===== src/logic/ffm_pkg.sv =====
package ffm_pkg;

  // Register offsets
  localparam logic [7:0] ORIENT_CFG_ADDR = 8'h11;
  localparam logic [7:0] EVT_CFG_ADDR = 8'h15;
  localparam logic [7:0] EVT_SRC_ADDR = 8'h16;
  localparam logic [7:0] EVT_THS_ADDR = 8'h17;
  localparam logic [7:0] EVT_CNT_ADDR = 8'h18;
  localparam logic [7:0] INT_STAT_ADDR = 8'h1A;
  localparam logic [7:0] INT_MASK_ADDR = 8'h1B;

  // Field positions
  localparam int CFG_LATCH_BIT = 7;
  localparam int CFG_MOTION_BIT = 6;
  localparam int CFG_ZEN_BIT = 5;
  localparam int CFG_YEN_BIT = 4;
  localparam int CFG_XEN_BIT = 3;
  localparam int SRC_ACTIVE_BIT = 7;
  localparam int ORIENT_DBMODE_BIT = 7;
  localparam int ORIENT_EN_BIT = 6;
  localparam int STAT_RISE_BIT = 0;
  localparam int STAT_FALL_BIT = 1;

  // Reset values
  localparam logic [7:0] EVT_CFG_RST = 8'h00;
  localparam logic [7:0] ORIENT_CFG_RST = 8'h80;
  localparam logic [6:0] EVT_THS_RST = 7'h00;
  localparam logic [7:0] EVT_CNT_RST = 8'h00;
  localparam logic [1:0] INT_RST = 2'h0;

  // Widths
  localparam int SAMPLE_W = 10;
  localparam int THS_W = 7;
  localparam int CNT_W = 8;
  localparam int AXES = 3;

  typedef struct packed {
    logic latchEn;
    logic motionSel;
    logic [2:0] axisEn;
  } ffm_cfg_t;

  typedef struct packed {
    logic [7:0] addr;
    logic [7:0] wdata;
    logic wr;
    logic rd;
  } ffm_bus_t;

  typedef enum logic [1:0] {
    FFM_IDLE,
    FFM_ARMED,
    FFM_HOLD
  } ffm_state_t;

endpackage


===== src/logic/freefall_motion_event_detect.sv =====
// Behaviour
// - Select bit picks freefall or motion
// - All axis enables clear disables detector
// - Latch and select bits give four modes
// - Freefall active flag after debounce completes
// - Only enabled axes join the condition
// - Mode 0 counter decrements before clearing
// - Mode 1 clears flag, rearms after delay
// - Freefall unlatched read keeps flag
// - Axis flags follow raw status when enabled
// - Latched freefall holds flag until read
// - Latched read clears flag and counter
// - Latched axis flags freeze until read
// - Motion flag after debounce count reached
// - Motion clearing mode drops flag immediately
// - Motion unlatched read changes nothing
// - Debounce mode bit resets to one
// - Motion ORs axes, freefall ANDs them
// - Motion above threshold, freefall at/below
//
// The address map and the plain strobed port were decided locally.
`timescale 1ns/1ps
module freefall_motion_event_detect (
  // Clock, reset, enable
  input wire logic clk,
  input wire logic resetn,
  input wire logic clkEn,
  // Sample stream at output data rate
  input wire logic sampleValid,
  input wire logic signed [ffm_pkg::SAMPLE_W-1:0] xSample,
  input wire logic signed [ffm_pkg::SAMPLE_W-1:0] ySample,
  input wire logic signed [ffm_pkg::SAMPLE_W-1:0] zSample,
  // Register port
  input wire logic [7:0] regAddr,
  input wire logic [7:0] regWdata,
  input wire logic regWr,
  input wire logic regRd,
  output logic [7:0] regRdata,
  // Status
  output logic eventActive,
  output logic irq
);

  ////////////////////////////////////////////////////////////////////////////
  // Reset release
  logic rstMeta_r;
  logic rstSync_r;
  always_ff @(posedge clk or negedge resetn) begin
    if (!resetn) begin
      rstMeta_r <= 1'b0;
      rstSync_r <= 1'b0;
    end else begin
      rstMeta_r <= 1'b1;
      rstSync_r <= rstMeta_r;
    end
  end
  logic rstn;
  assign rstn = rstSync_r;

  function automatic logic hit(input logic [7:0] a, input logic [7:0] b);
    hit = (a == b);
  endfunction

  ffm_pkg::ffm_bus_t bus;
  assign bus = '{addr: regAddr, wdata: regWdata, wr: regWr, rd: regRd};

  ////////////////////////////////////////////////////////////////////////////
  // Configuration registers
  logic [7:0] evtCfg_r;
  logic [7:0] orientCfg_r;
  logic [ffm_pkg::THS_W-1:0] evtThs_r;
  logic [ffm_pkg::CNT_W-1:0] evtCnt_r;
  logic [1:0] intMask_r;

  // Write strobes, one per register; unmapped writes fall through
  logic wrEvtCfg;
  logic wrOrientCfg;
  logic wrEvtThs;
  logic wrEvtCnt;
  logic wrIntMask;
  logic wrIntStat;
  assign wrEvtCfg = clkEn && bus.wr && hit(bus.addr, ffm_pkg::EVT_CFG_ADDR);
  assign wrOrientCfg = clkEn && bus.wr && hit(bus.addr, ffm_pkg::ORIENT_CFG_ADDR);
  assign wrEvtThs = clkEn && bus.wr && hit(bus.addr, ffm_pkg::EVT_THS_ADDR);
  assign wrEvtCnt = clkEn && bus.wr && hit(bus.addr, ffm_pkg::EVT_CNT_ADDR);
  assign wrIntMask = clkEn && bus.wr && hit(bus.addr, ffm_pkg::INT_MASK_ADDR);
  assign wrIntStat = clkEn && bus.wr && hit(bus.addr, ffm_pkg::INT_STAT_ADDR);

  // Reserved low bits always read zero
  always_ff @(posedge clk or negedge rstn) begin
    if (!rstn) begin
      evtCfg_r <= ffm_pkg::EVT_CFG_RST;
    end else if (wrEvtCfg) begin
      evtCfg_r <= {bus.wdata[ffm_pkg::CFG_LATCH_BIT:ffm_pkg::CFG_XEN_BIT], 3'h0};
    end
  end

  always_ff @(posedge clk or negedge rstn) begin
    if (!rstn) begin
      orientCfg_r <= ffm_pkg::ORIENT_CFG_RST;
    end else if (wrOrientCfg) begin
      orientCfg_r <= {bus.wdata[ffm_pkg::ORIENT_DBMODE_BIT:ffm_pkg::ORIENT_EN_BIT], 6'h00};
    end
  end

  always_ff @(posedge clk or negedge rstn) begin
    if (!rstn) begin
      evtThs_r <= ffm_pkg::EVT_THS_RST;
    end else if (wrEvtThs) begin
      evtThs_r <= bus.wdata[ffm_pkg::THS_W-1:0];
    end
  end

  always_ff @(posedge clk or negedge rstn) begin
    if (!rstn) begin
      evtCnt_r <= ffm_pkg::EVT_CNT_RST;
    end else if (wrEvtCnt) begin
      evtCnt_r <= bus.wdata;
    end
  end

  always_ff @(posedge clk or negedge rstn) begin
    if (!rstn) begin
      intMask_r <= ffm_pkg::INT_RST;
    end else if (wrIntMask) begin
      intMask_r <= bus.wdata[1:0];
    end
  end

  ffm_pkg::ffm_cfg_t cfg;
  assign cfg = '{latchEn: evtCfg_r[ffm_pkg::CFG_LATCH_BIT],
                 motionSel: evtCfg_r[ffm_pkg::CFG_MOTION_BIT],
                 axisEn: {evtCfg_r[ffm_pkg::CFG_ZEN_BIT], evtCfg_r[ffm_pkg::CFG_YEN_BIT],
                          evtCfg_r[ffm_pkg::CFG_XEN_BIT]}};
  logic dbClearMode;
  assign dbClearMode = orientCfg_r[ffm_pkg::ORIENT_DBMODE_BIT];

  ////////////////////////////////////////////////////////////////////////////
  // Per-axis comparison
  logic [ffm_pkg::AXES-1:0] axHigh;
  logic [ffm_pkg::AXES-1:0] axNeg;
  logic signed [ffm_pkg::SAMPLE_W-1:0] samples [ffm_pkg::AXES];
  assign samples[0] = xSample;
  assign samples[1] = ySample;
  assign samples[2] = zSample;

  for (genvar i = 0; i < ffm_pkg::AXES; i++) begin : g_axis
    ffm_axis_cmp u_cmp (
      .sample(samples[i]),
      .threshold(evtThs_r),
      .high(axHigh[i]),
      .negative(axNeg[i])
    );
  end

  // Raw condition; a disabled axis is neutral in AND and OR
  logic anyEn;
  logic cond;
  assign anyEn = |cfg.axisEn;
  always_comb begin
    if (!anyEn) begin
      cond = 1'b0;
    end else if (cfg.motionSel) begin
      cond = |(axHigh & cfg.axisEn);
    end else begin
      cond = &(~axHigh | ~cfg.axisEn);
    end
  end

  ////////////////////////////////////////////////////////////////////////////
  // Debounce and event-active flag
  logic srcRead;
  assign srcRead = clkEn && bus.rd && hit(bus.addr, ffm_pkg::EVT_SRC_ADDR);

  ffm_pkg::ffm_state_t state_r;
  logic [ffm_pkg::CNT_W-1:0] dbCnt_r;
  logic active_r;
  logic [ffm_pkg::CNT_W-1:0] dbCnt_nxt;
  logic active_nxt;
  ffm_pkg::ffm_state_t state_nxt;

  always_comb begin
    dbCnt_nxt = dbCnt_r;
    active_nxt = active_r;
    state_nxt = state_r;
    case (state_r)
      ffm_pkg::FFM_IDLE: begin
        if (anyEn) begin
          state_nxt = ffm_pkg::FFM_ARMED;
        end
      end
      ffm_pkg::FFM_ARMED: begin
        if (sampleValid) begin
          if (cond) begin
            if (dbCnt_r >= evtCnt_r) begin
              active_nxt = 1'b1;
            end else begin
              dbCnt_nxt = dbCnt_r + 8'h01;
            end
          end else if (dbClearMode) begin
            dbCnt_nxt = 8'h00;
            if (!cfg.latchEn) begin
              active_nxt = 1'b0;
            end
          end else if (dbCnt_r != 8'h00) begin
            dbCnt_nxt = dbCnt_r - 8'h01;
          end else if (!cfg.latchEn) begin
            active_nxt = 1'b0;
          end
        end
        if (active_nxt && cfg.latchEn) begin
          state_nxt = ffm_pkg::FFM_HOLD;
        end
      end
      ffm_pkg::FFM_HOLD: begin
        // Held until the source read; counter frozen meanwhile
        if (!cfg.latchEn) begin
          state_nxt = ffm_pkg::FFM_ARMED;
        end
      end
      default: begin
        state_nxt = ffm_pkg::FFM_IDLE;
      end
    endcase
    // Latched read clears flag and counter; unlatched read is a no-op
    if (srcRead && cfg.latchEn) begin
      active_nxt = 1'b0;
      dbCnt_nxt = 8'h00;
      if (state_r == ffm_pkg::FFM_HOLD) begin
        state_nxt = ffm_pkg::FFM_ARMED;
      end
    end
    if (!anyEn) begin
      state_nxt = ffm_pkg::FFM_IDLE;
      active_nxt = 1'b0;
      dbCnt_nxt = 8'h00;
    end
  end

  always_ff @(posedge clk or negedge rstn) begin
    if (!rstn) begin
      state_r <= ffm_pkg::FFM_IDLE;
    end else if (clkEn) begin
      state_r <= state_nxt;
    end
  end

  always_ff @(posedge clk or negedge rstn) begin
    if (!rstn) begin
      dbCnt_r <= 8'h00;
    end else if (clkEn) begin
      dbCnt_r <= dbCnt_nxt;
    end
  end

  always_ff @(posedge clk or negedge rstn) begin
    if (!rstn) begin
      active_r <= 1'b0;
    end else if (clkEn) begin
      active_r <= active_nxt;
    end
  end

  ////////////////////////////////////////////////////////////////////////////
  // Per-axis flags
  logic [5:0] axFlags_r;
  logic [5:0] axRaw;
  always_comb begin
    axRaw = 6'h00;
    for (int i = 0; i < ffm_pkg::AXES; i++) begin
      axRaw[2*i+1] = axHigh[i] & cfg.axisEn[i];
      axRaw[2*i] = axHigh[i] & axNeg[i] & cfg.axisEn[i];
    end
  end

  // Frozen while the latched flag stands; the read reopens tracking
  logic axTrack;
  assign axTrack = !(cfg.latchEn && active_r) || srcRead;
  always_ff @(posedge clk or negedge rstn) begin
    if (!rstn) begin
      axFlags_r <= 6'h00;
    end else if (clkEn && axTrack) begin
      axFlags_r <= axRaw;
    end
  end

  ////////////////////////////////////////////////////////////////////////////
  // Interrupt status, write one to clear, set wins
  logic [1:0] intStat_r;
  logic [1:0] intSet;
  logic [1:0] intClr;
  logic [1:0] intStat_nxt;
  always_comb begin
    intSet = 2'h0;
    intSet[ffm_pkg::STAT_RISE_BIT] = ~active_r & active_nxt;
    intSet[ffm_pkg::STAT_FALL_BIT] = active_r & ~active_nxt;
  end
  assign intClr = wrIntStat ? bus.wdata[1:0] : 2'h0;
  // Set wins so an edge in the clearing cycle is never lost
  assign intStat_nxt = (intStat_r & ~intClr) | intSet;

  always_ff @(posedge clk or negedge rstn) begin
    if (!rstn) begin
      intStat_r <= ffm_pkg::INT_RST;
    end else if (clkEn) begin
      intStat_r <= intStat_nxt;
    end
  end

  // Irq from the next status keeps it in step with the bits
  always_ff @(posedge clk or negedge rstn) begin
    if (!rstn) begin
      irq <= 1'b0;
    end else if (clkEn) begin
      irq <= |(intStat_nxt & intMask_r);
    end
  end

  always_ff @(posedge clk or negedge rstn) begin
    if (!rstn) begin
      eventActive <= 1'b0;
    end else if (clkEn) begin
      eventActive <= active_nxt;
    end
  end

  ////////////////////////////////////////////////////////////////////////////
  // Read data, one cycle after the strobe
  logic [7:0] rdMux;
  always_comb begin
    case (bus.addr)
      ffm_pkg::ORIENT_CFG_ADDR: rdMux = orientCfg_r;
      ffm_pkg::EVT_CFG_ADDR: rdMux = evtCfg_r;
      ffm_pkg::EVT_SRC_ADDR: rdMux = {active_r, 1'b0, axFlags_r};
      ffm_pkg::EVT_THS_ADDR: rdMux = {1'b0, evtThs_r};
      ffm_pkg::EVT_CNT_ADDR: rdMux = evtCnt_r;
      ffm_pkg::INT_STAT_ADDR: rdMux = {6'h00, intStat_r};
      ffm_pkg::INT_MASK_ADDR: rdMux = {6'h00, intMask_r};
      default: rdMux = 8'h00;
    endcase
  end

  always_ff @(posedge clk or negedge rstn) begin
    if (!rstn) begin
      regRdata <= 8'h00;
    end else if (clkEn) begin
      regRdata <= bus.rd ? rdMux : 8'h00;
    end
  end

endmodule


===== src/logic/ffm_axis_cmp.sv =====
`timescale 1ns/1ps
module ffm_axis_cmp (
  // Sample and threshold
  input wire logic signed [ffm_pkg::SAMPLE_W-1:0] sample,
  input wire logic [ffm_pkg::THS_W-1:0] threshold,
  // Result
  output logic high,
  output logic negative
);
  logic [ffm_pkg::SAMPLE_W-1:0] mag;

  // Threshold compared against upper magnitude bits
  always_comb begin
    mag = sample[ffm_pkg::SAMPLE_W-1] ? ffm_pkg::SAMPLE_W'(-sample) : sample;
    high = mag[ffm_pkg::SAMPLE_W-1:ffm_pkg::SAMPLE_W-1-ffm_pkg::THS_W] >
      {1'b0, threshold};
    negative = sample[ffm_pkg::SAMPLE_W-1];
  end
endmodule


===== config.mk =====
export PLATFORM = sky130hd
export DESIGN_NAME = freefall_motion_event_detect
export DESIGN_NICKNAME = d
export VERILOG_FILES = /design/src/logic/ffm_pkg.sv /design/src/logic/freefall_motion_event_detect.sv /design/src/logic/ffm_axis_cmp.sv
export SDC_FILE = /design/constraint.sdc
export NUM_CORES = 1
export LEC_CHECK = 0
export ABC_AREA = 0
export BUFFER_PORTS_ARGS = -buffer_cell sky130_fd_sc_hd__buf_2
export CAP_MARGIN = 20
export CORE_AREA = 2 2 115 117
export CTS_CLUSTER_SIZE = 10
export DETAILED_ROUTE_END_ITERATION = 7
export DIE_AREA = 0 0 117 119
export SLEW_MARGIN = 20
export SYNTH_ARGS = -nofsm -noshare
export SYNTH_HDL_FRONTEND = slang
export SYNTH_SLANG_ARGS = --single-unit

===== constraint.sdc =====
create_clock -name clk -period 2.7 [get_ports clk]
set_input_delay 0.405 -clock clk [delete_from_list [all_inputs] [get_ports clk]]
set_output_delay 0.405 -clock clk [all_outputs]
set_load 0.1 [all_outputs]

==> out/metrics.cfg, run 1 <==
[logic_synthesis]
synthArstFlopShare_pct=100.0
avgSynthCellArea_sq_um=9.065
synth_edf_count=0
synth.net_count=520
synth_area_sq_um=3953
synth_cell_type_count=62
ys_seq_area_share_pct=34.22
ys_seq_elements=54
synth_ff_type=dfrtp_1
synth_warnings=0
syn_inst=436

[finish]
post-route-util_pct=41.81
finalNetCount=652
areaGrowthSynthToFinish_pct=36.18
final_common_cell=buf_4
diodes=0
drive_gt1_share_pct=35.68
final_cells=745
layout_common_cells=buf_4, buf_2, dfrtp_1
fin_area_sq_um=5383

[global_routing]
grtUsageTotal_pct=16.26
grt_pass1_wl_mm=18.31
antenna_found_initial=0
grt_max_degree=53
grt-ovfl-total=0
grt_pass1_vias=3921

[detailed_routing]
routed_wl_mm=11.24
ant_nets=0
drt_pass1_iterations=4
highest_layer=met4
met3_length_um=476
wl_met2_mm=5.566
drt_iter0_drc=236
vias=3821
wl_met1_mm=5.077
drt-wirelength-per-cell_um=15.08
drc=0
vias_per_cell=5.129

[floorplanning]
die_h_um=119
die_area_sq_um=13920
die_w_um=117
core_sq_um=12870
ios=62
start_util_pct=30.70
rows=42

[timing]
fmax_mhz=270.0
whs_ps=350.1
hold_viol_final=0
slew_headroom_pct=47.05
fin_crit_ps=3704
finalSetupViolCount=20
worst_pin_slew_ps=794.2
period_share_pct=137.2
setup_slack_ps=-1004
slew_viol_final=0
fin_skew_ps=7.973
rsz0062_at_grt=true

[clock_tree]
clk_pin_slew_ps=70
clk_latency_ps=290
clock_sinks=54
clk_path_buf_depth=2
cts_tree=yes
cts-buffers-inserted=5
htreeDepth=2
cts_root_buf=clkbuf_16

[status]
violations=negative setup slack
status=complete, but fails checks

[min_path]
hp-class=flop to flop

[worst_setup_path]
r2r_end=dbCnt_r[2]
timing.rr.start=evtThs_r[1]
crit_fanout=7
path_class=input port to flop
critPathCapture=dbCnt_r[2]
worstRegToRegCells=11
r2r_slack_ps=-270
arrival_ps=3920
start_kind=input port
required_ps=2920
startpoint=xSample[3]
cp-end-kind=flop

[power]
max-vdd-ir-drop_uv=285.7
p_per_area_nw_per_um2=375.6
total_leakage_power_nw=2.531

[placed_design]
dp.final_hpwl_mm=8.718
port_buffers=61
placed_area_sq_um=4952
dpl.cell_count=727
gp_congestion=0.8745

[job]
maxCapViolCount=0

==> worst min path at each step <==
stage | startpoint | end | slack (ps) | depth (start not counted)
after floorplan | resetn | rstMeta_r | 110 | 0
after global placement | resetn | rstMeta_r | 190 | 1
after detailed placement | resetn | rstMeta_r | 190 | 1
after CTS | rstMeta_r | rstSync_r | 350 | 0
after global routing | rstMeta_r | rstSync_r | 370 | 0
final | rstMeta_r | rstSync_r | 350 | 0
==> sequential cells by signal, summed over array words and instances, names as in the netlist, 2 cells and up <==
name and flops:
dbCnt_r 8, axFlags_r 6, orientCfg_r 2, state_r 2, evtThs_r 7, evtCfg_r 5
intMask_r 2, regRdata 8, evtCnt_r 8, intStat_r 2
==> synthesized netlist by cell type (2+ instances only) <==
master	number	share of area, %
a211oi_1	3	0.57
a21boi_0	4	0.76
a21o_1	8	1.5
a21oi_1	11	1.4
a221oi_1	3	0.66
a222oi_1	5	1.3
a22o_1	6	1.3
a22oi_1	3	0.57
a31oi_1	2	0.32
a41oi_1	2	0.44
and2_1	2	0.32
and3_1	4	0.63
clkbuf_1	10	0.95
dfrtp_1	53	34
ha_1	32	10
inv_1	31	2.9
mux2_2	9	2.6
nand2_1	40	3.8
nand2b_1	6	0.95
nand3_1	10	1.3
nand4_1	3	0.47
nor2_1	16	1.5
nor2b_1	15	2.4
nor3_1	10	1.3
nor4_1	4	0.63
o211ai_1	3	0.57
o21a_1	3	0.57
o21a_2	2	0.44
o21ai_0	47	6.0
o21ai_1	5	0.63
o22ai_1	9	1.4
o31ai_1	5	0.95
o32a_1	6	1.5
o32ai_2	2	0.82
or2_2	2	0.32
or3_1	5	0.79
or3_4	2	0.57
or4_4	3	0.85
xnor2_1	20	4.4
xor2_1	8	1.8
==> critical path, cell delays in order <==
cell and delay [ps]:
buf_6 90, or4_4 530, or3_4 360, o21ai_2 150, xnor2_1 140, ha_1 270, a21o_1 180, a21oi_2 140
o32ai_2 80, o21a_2 210, or4_4 550, buf_6 150, a21o_4 230, o32a_1 300, o21ai_1 110
==> through the flow <==
| stage | setup TNS, ps | power, mW | setup WS [ps] |
|---|---|---|---|
| 2_1_floorplan | -13970 | 1.068 | -1055 |
| 3_3_place_gp | -19060 | 1.223 | -1273 |
| 3_5_place_dp | -20270 | 1.239 | -1354 |
| 4_1_cts | -13270 | 2.016 | -989.0 |
| 5_1_grt | -15650 | 2.118 | -1089 |
| 6_report | -13960 | 2.021 | -1004 |
==> layout make-up <==
cell class / count / area, sq um
inverters: 31 / 116.4
clock inverters: 2 / 38.79
repair buffers: 135 / 917.1
multi-input cells: 341 / 2597
fillers: 1248 / 7492
well taps: 176 / 220.2
clock buffers: 6 / 138.9
flip-flops and latches: 54 / 1354
==> cell families after synthesis <==
group           share of synthesized area, %
mux                                    2.564
fa+ha+maj                              10.13
buf+inv                                4.179
xor+xnor                               6.205
compound gates                         24.94
other cells                          0.09488
flops                                  34.22
simple gates                           17.66
==> power by group <==
group | internal, mW | switching (mW)
combinational | 0.191 | 0.219
sequential | 0.830 | 0.0183
clock | 0.467 | 0.296
==> what timing repair did <==
item,in CTS,in global routing
hold buffers,1,0
endpoints found under the hold margin,2,0
setup buffers,3,5
pin swaps,13,8
gates cloned,1,0
resized for setup,25,21
endpoints found under the setup margin,20,20
==> per-layer routing <==
metal / GRT usage (%) / vias to the layer above
met4: 3.897 / 0
met2: 28.00 / 98
met5: 0 / -
met3: 2.137 / 11
met1: 21.46 / 1842
li1: - / 1870
Power figures use the tool's default switching activity.
==> run 2: changes to the inputs <==
--- a/config.mk
+++ b/config.mk
@@ -9,9 +9,11 @@
 export BUFFER_PORTS_ARGS = -buffer_cell sky130_fd_sc_hd__buf_2
 export CAP_MARGIN = 20
 export CORE_AREA = 2 2 115 117
+export CTS_BUF_LIST = sky130_fd_sc_hd__clkbuf_8
 export CTS_CLUSTER_SIZE = 10
 export DETAILED_ROUTE_END_ITERATION = 7
 export DIE_AREA = 0 0 117 119
+export PLACE_DENSITY_LB_ADDON = 0.12
 export SLEW_MARGIN = 20
 export SYNTH_ARGS = -nofsm -noshare
 export SYNTH_HDL_FRONTEND = slang
==> out/metrics.cfg, run 2 (synthesis gave the netlist of run 1 again) <==
[status]
status=complete, but fails checks  ; unchanged
violations=negative setup slack  ; unchanged

[worst_setup_path]
r2r_slack_ps=-310  ; was -270 ps
worstPathCellList=buf_6, or4_4, or3_4, o21ai_4, xnor2_2, ha_1, a21o_1, a21oi_2, o32ai_2, o21a_2, or4_4, a211oi_4, o21ai_4, a211o_1, o21ai_1  ; was buf_6, or4_4, or3_4, o21ai_2, xnor2_1, ha_1, a21o_1, a21oi_2, o32ai_2, o21a_2, or4_4, buf_6, a21o_4, o32a_1, o21ai_1
required_ps=2950  ; was 2920 ps
cp-end-kind=flop  ; unchanged
crit_fanout=6  ; was 7
start_kind=input port  ; unchanged
worstRegToRegCells=11  ; unchanged
worst-path-buf-inv=1  ; was 2
r2r_end=dbCnt_r[0]  ; was dbCnt_r[2]
max_stage_delay_ps=560  ; was 550 ps
path_class=input port to flop  ; unchanged
timing.rr.start=evtThs_r[1]  ; unchanged
crit_path_top_delay_cell=or4_4  ; unchanged
arrival_ps=4000  ; was 3920 ps
path_delay_family=compound AO/OA/AOI/OAI gates  ; was simple AND/OR/NAND/NOR gates

[clock_tree]
clk_latency_ps=320  ; was 290 ps
cts_root_buf=clkbuf_8  ; was clkbuf_16
clk_path_buf_depth=2  ; unchanged
clk_pin_slew_ps=110  ; was 70 ps
cts-buffers-inserted=5  ; unchanged
cts_tree=yes  ; unchanged
htreeDepth=2  ; unchanged
clock_sinks=54  ; unchanged

[detailed_routing]
drt-wirelength-per-cell_um=15.83  ; was 15.08 um
drt_pass1_iterations=4  ; unchanged
ant_nets=0  ; unchanged
drc=0  ; unchanged
vias=3842  ; was 3,821
vias_per_cell=5.136  ; was 5.129
routed_wl_mm=11.84  ; was 11.24 mm
drt_iter0_drc=187  ; was 236

[global_routing]
grt_max_degree=24  ; was 53
grt_pass1_wl_mm=19.09  ; was 18.31 mm
grtUsageTotal_pct=17.47  ; was 16.26%
grt_pass1_vias=3857  ; was 3,921
grt-ovfl-total=0  ; unchanged
antenna_found_initial=0  ; unchanged

[finish]
multi_input_area_sq_um=2600  ; was 2597 sq um
regArea_sq_um=1354  ; unchanged
nFillCells=1346  ; was 1,248
finalNetCount=655  ; was 652
drive_gt1_share_pct=36.01  ; was 35.68%
post-route-util_pct=41.23  ; was 41.81%
diodes=0  ; unchanged
fin_area_sq_um=5309  ; was 5383 sq um
largestRegisters=dbCnt_r (8), evtCnt_r (8), regRdata (8)  ; unchanged
final_cells=748  ; was 745
areaGrowthSynthToFinish_pct=34.31  ; was 36.18%
final_common_cell=buf_4  ; unchanged
layout_common_cells=buf_4, buf_2, dfrtp_1  ; unchanged

[placed_design]
dpl.cell_count=735  ; was 727
gp_congestion=0.8028  ; was 0.8745
dp_slack_ps=-1429  ; was -1354 ps
dp.final_hpwl_mm=9.371  ; was 8.718 mm
port_buffers=61  ; unchanged
placed_area_sq_um=5012  ; was 4952 sq um

[floorplanning]
die_area_sq_um=13920  ; unchanged
start_util_pct=30.70  ; unchanged
die_w_um=117  ; unchanged
die_h_um=119  ; unchanged
core_sq_um=12870  ; unchanged
ios=62  ; unchanged
rows=42  ; unchanged

[timing]
slew_headroom_pct=50.97  ; was 47.05%
period_share_pct=138.8  ; was 137.2%
setup_tns_ps=-13990  ; was -13,960 ps
setup_slack_ps=-1048  ; was -1004 ps
worst_pin_slew_ps=734.7  ; was 794.2 ps
finalSetupViolCount=18  ; was 20
rsz0062_at_grt=true  ; unchanged
slew_viol_final=0  ; unchanged
hold_viol_final=0  ; unchanged
fmax_mhz=266.8  ; was 270.0 MHz
fin_skew_ps=13.08  ; was 7.973 ps
fin_crit_ps=3748  ; was 3704 ps

[min_path]
hp-class=flop to asynchronous set/reset pin  ; was flop to flop

[power]
max-vdd-ir-drop_uv=173.4  ; was 285.7 uV
total_leakage_power_nw=2.515  ; was 2.531 nW
p_per_area_nw_per_um2=323.2  ; was 375.6 nW/um^2

[job]
maxCapViolCount=0  ; unchanged

## run 2: changes by cell type in the layout (fill, tap and decap cells not counted), sizes merged
cell / delta
buf: +3
bufinv: -1
clkbuf: -1
clkinv: +2
## run 2: metal layers
metal	routed length [um]	GRT usage [%]	up-vias
li1	-	-	1885
met1	5336	22.53	1843
met2	5783	30.38	98
met3	515	2.443	16
met4	203	4.485	0
met5	0	0	-
## run 2: worst max-delay path by stage
stage	from	to	slack [ps]	depth (start not counted)
6_report	xSample[3]	dbCnt_r[0]	-1050	15
5_1_grt	xSample[1]	dbCnt_r[0]	-1120	15
4_1_cts	ySample[3]	dbCnt_r[2]	-1010	15
3_5_place_dp	xSample[3]	dbCnt_r[2]	-1430	15
3_3_place_gp	xSample[3]	dbCnt_r[2]	-1320	15
2_1_floorplan	xSample[3]	irq	-1050	14
## run 2: worst register-to-register path: cells and delay by family, from the launching register on
family,cells,cell delay [ps]
and+or+nand+nor,2,690
DFF,1,390
adders and majority gates,1,280
buffers and inverters,1,180
AOI/OAI and AO/OA,7,1380
## run 2: area by class of cell
| type | count | share of cell area (%) |
|---|---|---|
| inverters | 31 | 2.192 |
| clock inverters | 3 | 0.2593 |
| multi-input cells | 341 | 48.97 |
| well taps | 176 | 4.148 |
| clock buffers | 5 | 1.296 |
| flip-flops and latches | 54 | 25.50 |
| repair buffers | 138 | 17.63 |
## run 2: repair_timing
action	4_1_cts	5_1_grt
hold buffers	1	0
setup endpoints to repair	20	20
setup buffers	0	3
hold endpoints to repair	2	0
gates resized for setup	28	17
pin swaps	10	12
gates cloned	0	1
## run 2: where the power goes
group,switching [mW],internal [mW],total (mW)
registers,0.0215,0.830,0.852
logic,0.214,0.188,0.401
clock network,0.286,0.177,0.463
## run 2: through the flow
stage / power (mW) / hold WS, ps
6_report: 1.716 / 121.1
4_1_cts: 1.731 / 128.5
3_3_place_gp: 1.237 / 119.6
5_1_grt: 1.820 / 144.4
3_5_place_dp: 1.247 / 114.8
2_1_floorplan: 1.068 / 109.4
==> run 3: changes to the inputs <==
--- a/config.mk
+++ b/config.mk
@@ -13,7 +13,7 @@
 export CTS_CLUSTER_SIZE = 10
 export DETAILED_ROUTE_END_ITERATION = 7
 export DIE_AREA = 0 0 117 119
-export PLACE_DENSITY_LB_ADDON = 0.12
+export PLACE_DENSITY = 0.49
 export SLEW_MARGIN = 20
 export SYNTH_ARGS = -nofsm -noshare
 export SYNTH_HDL_FRONTEND = slang
==> out/metrics.cfg, run 3 (synthesis gave the netlist of run 1 again) <==
[worst_setup_path]
r2r_end=dbCnt_r[2]  ; was dbCnt_r[0]
path_class=input port to flop  ; unchanged
worstPathCellList=buf_6, or4_4, or3_4, o21ai_2, xnor2_1, ha_1, a21o_1, a21oi_2, o32ai_2, o21a_2, or4_4, a21o_4, buf_12, o32a_1, o21ai_1  ; was buf_6, or4_4, or3_4, o21ai_4, xnor2_2, ha_1, a21o_1, a21oi_2, o32ai_2, o21a_2, or4_4, a211oi_4, o21ai_4, a211o_1, o21ai_1
timing.rr.start=evtThs_r[1]  ; unchanged
critical_path.most_common_cell=or4_4
crit_path_top_delay_cell=or4_4  ; unchanged
worstRegToRegCells=11  ; unchanged
max_stage_delay_ps=520  ; was 560 ps
required_ps=2940  ; was 2950 ps
start_kind=input port  ; unchanged
cp-end-kind=flop  ; unchanged
arrival_ps=3950  ; was 4000 ps
crit_fanout=8  ; was 6
r2r_slack_ps=-310  ; about the same

[finish]
layout_common_cells=buf_4, buf_2, dfrtp_1  ; unchanged
drive_gt1_share_pct=36.08  ; was 36.01%
fin_area_sq_um=5333  ; was 5309 sq um
largestRegisters=dbCnt_r (8), evtCnt_r (8), regRdata (8)  ; unchanged
areaGrowthSynthToFinish_pct=34.92  ; was 34.31%
diodes=0  ; unchanged
final_common_cell=buf_4  ; unchanged
finalNetCount=654  ; was 655

[global_routing]
grt_pass1_vias=3672  ; was 3,857
grtUsageTotal_pct=17.17  ; was 17.47%
grt_pass1_wl_mm=18.83  ; was 19.09 mm
grt_max_degree=53  ; was 24
antenna_found_initial=0  ; unchanged
grt-ovfl-total=0  ; unchanged

[floorplanning]
core_sq_um=12870  ; unchanged
ios=62  ; unchanged
die_w_um=117  ; unchanged
die_area_sq_um=13920  ; unchanged
rows=42  ; unchanged
die_h_um=119  ; unchanged
start_util_pct=30.70  ; unchanged

[timing]
fin_skew_ps=12.69  ; was 13.08 ps
slew_viol_final=0  ; unchanged
whs_ps=334.2  ; was 121.1 ps
setup_slack_ps=-1011  ; was -1048 ps
slew_headroom_pct=46.55  ; was 50.97%
period_share_pct=137.4  ; was 138.8%
fin_crit_ps=3711  ; was 3748 ps
worst_pin_slew_ps=800.9  ; was 734.7 ps
hold_viol_final=0  ; unchanged
rsz0062_at_grt=true  ; unchanged
fmax_mhz=269.5  ; was 266.8 MHz
finalSetupViolCount=18  ; unchanged

[detailed_routing]
drt_iter0_drc=280  ; was 187
drc=0  ; unchanged
vias=3769  ; was 3,842
drt_pass1_iterations=4  ; unchanged
wl_met1_mm=5.326  ; was 5.336 mm
highest_layer=met4  ; unchanged
wl_met2_mm=5.638  ; was 5.783 mm
routed_wl_mm=11.48  ; was 11.84 mm
drt-wirelength-per-cell_um=15.37  ; was 15.83 um
met3_length_um=441  ; was 515 um
ant_nets=0  ; unchanged
vias_per_cell=5.046  ; was 5.136

[clock_tree]
cts_tree=yes  ; unchanged
clk_pin_slew_ps=100  ; was 110 ps
clk_path_buf_depth=2  ; unchanged
clock_sinks=54  ; unchanged
clk_latency_ps=310  ; was 320 ps
cts_root_buf=clkbuf_8  ; unchanged
htreeDepth=2  ; unchanged
cts-buffers-inserted=5  ; unchanged

[power]
p_per_area_nw_per_um2=322.5  ; was 323.2 nW/um^2
power_mw=1.720  ; was 1.716 mW
total_leakage_power_nw=2.517  ; was 2.515 nW
max-vdd-ir-drop_uv=152.4  ; was 173.4 uV

[min_path]
hold_end=evtCnt_r[2]
holdPathStages=3
hp-class=input port to flop  ; was flop to asynchronous set/reset pin
holdCritStartpoint=regWdata[2]

[placed_design]
placed_area_sq_um=4995  ; was 5012 sq um
dp.final_hpwl_mm=9.002  ; was 9.371 mm
port_buffers=61  ; unchanged
gp_congestion=0.8404  ; was 0.8028

[status]
violations=negative setup slack  ; unchanged
status=complete, but fails checks  ; unchanged

[job]
maxCapViolCount=0  ; unchanged

-- run 3: stage by stage --
stage	util [%]	setup TNS (ps)	worst slack, ps	cells
finish	41.42	-13390	-1011	747
global route	41.42	-15100	-1105	747
CTS	40.52	-13160	-960.6	745
detailed placement	38.79	-19930	-1333	731
global placement	38.79	-19210	-1310	731
floorplan	-	-13970	-1055	436
-- run 3: final cells by class --
type / count / area [sq um]
Clock buffer: 5 / 68.82
Clock inverter: 3 / 13.76
Fill cell: 1305 / 7542
Inverter: 31 / 116.4
Multi-Input combinational cell: 340 / 2613
Sequential cell: 54 / 1354
Tap cell: 176 / 220.2
Timing Repair Buffer: 138 / 947.2
-- run 3: what timing repair did --
| item | in CTS | in global routing |
|---|---|---|
| buffers inserted | 5 | 2 |
| setup endpoints to repair | 20 | 20 |
| hold buffers | 1 | 0 |
| hold endpoints to repair | 2 | 0 |
| pin swaps | 13 | 15 |
| gates resized for setup | 24 | 24 |
-- run 3: worst max-delay path by stage --
stage          startpoint         end  slack, ps  depth (start not counted)
2_1_floorplan  xSample[3]         irq      -1050                         14
3_3_place_gp   zSample[3]  dbCnt_r[2]      -1310                         15
3_5_place_dp   xSample[3]  dbCnt_r[2]      -1330                         15
4_1_cts        ySample[3]  dbCnt_r[1]       -960                         14
5_1_grt        ySample[3]  dbCnt_r[2]      -1110                         15
6_report       ySample[3]  dbCnt_r[2]      -1010                         15
-- run 3: worst max-delay path: cells and delay by family --
kind | cells | cell delay, ps
fa+ha+maj | 1 | 280
simple gates | 3 | 1370
xor+xnor | 1 | 140
compound gates | 8 | 1490
buf+inv | 2 | 260
-- run 3: per-layer routing --
layer	GRT usage (%)	up-vias
met4	3.971	0
li1	-	1881
met2	27.96	81
met5	0	-
met3	2.290	4
met1	24.11	1803
-- run 3: where the power goes --
part           internal, mW  leakage, nW  switching, mW
Sequential            0.830        0.669         0.0192
Clock                 0.177       0.0491          0.277
Combinational         0.194         1.80          0.221
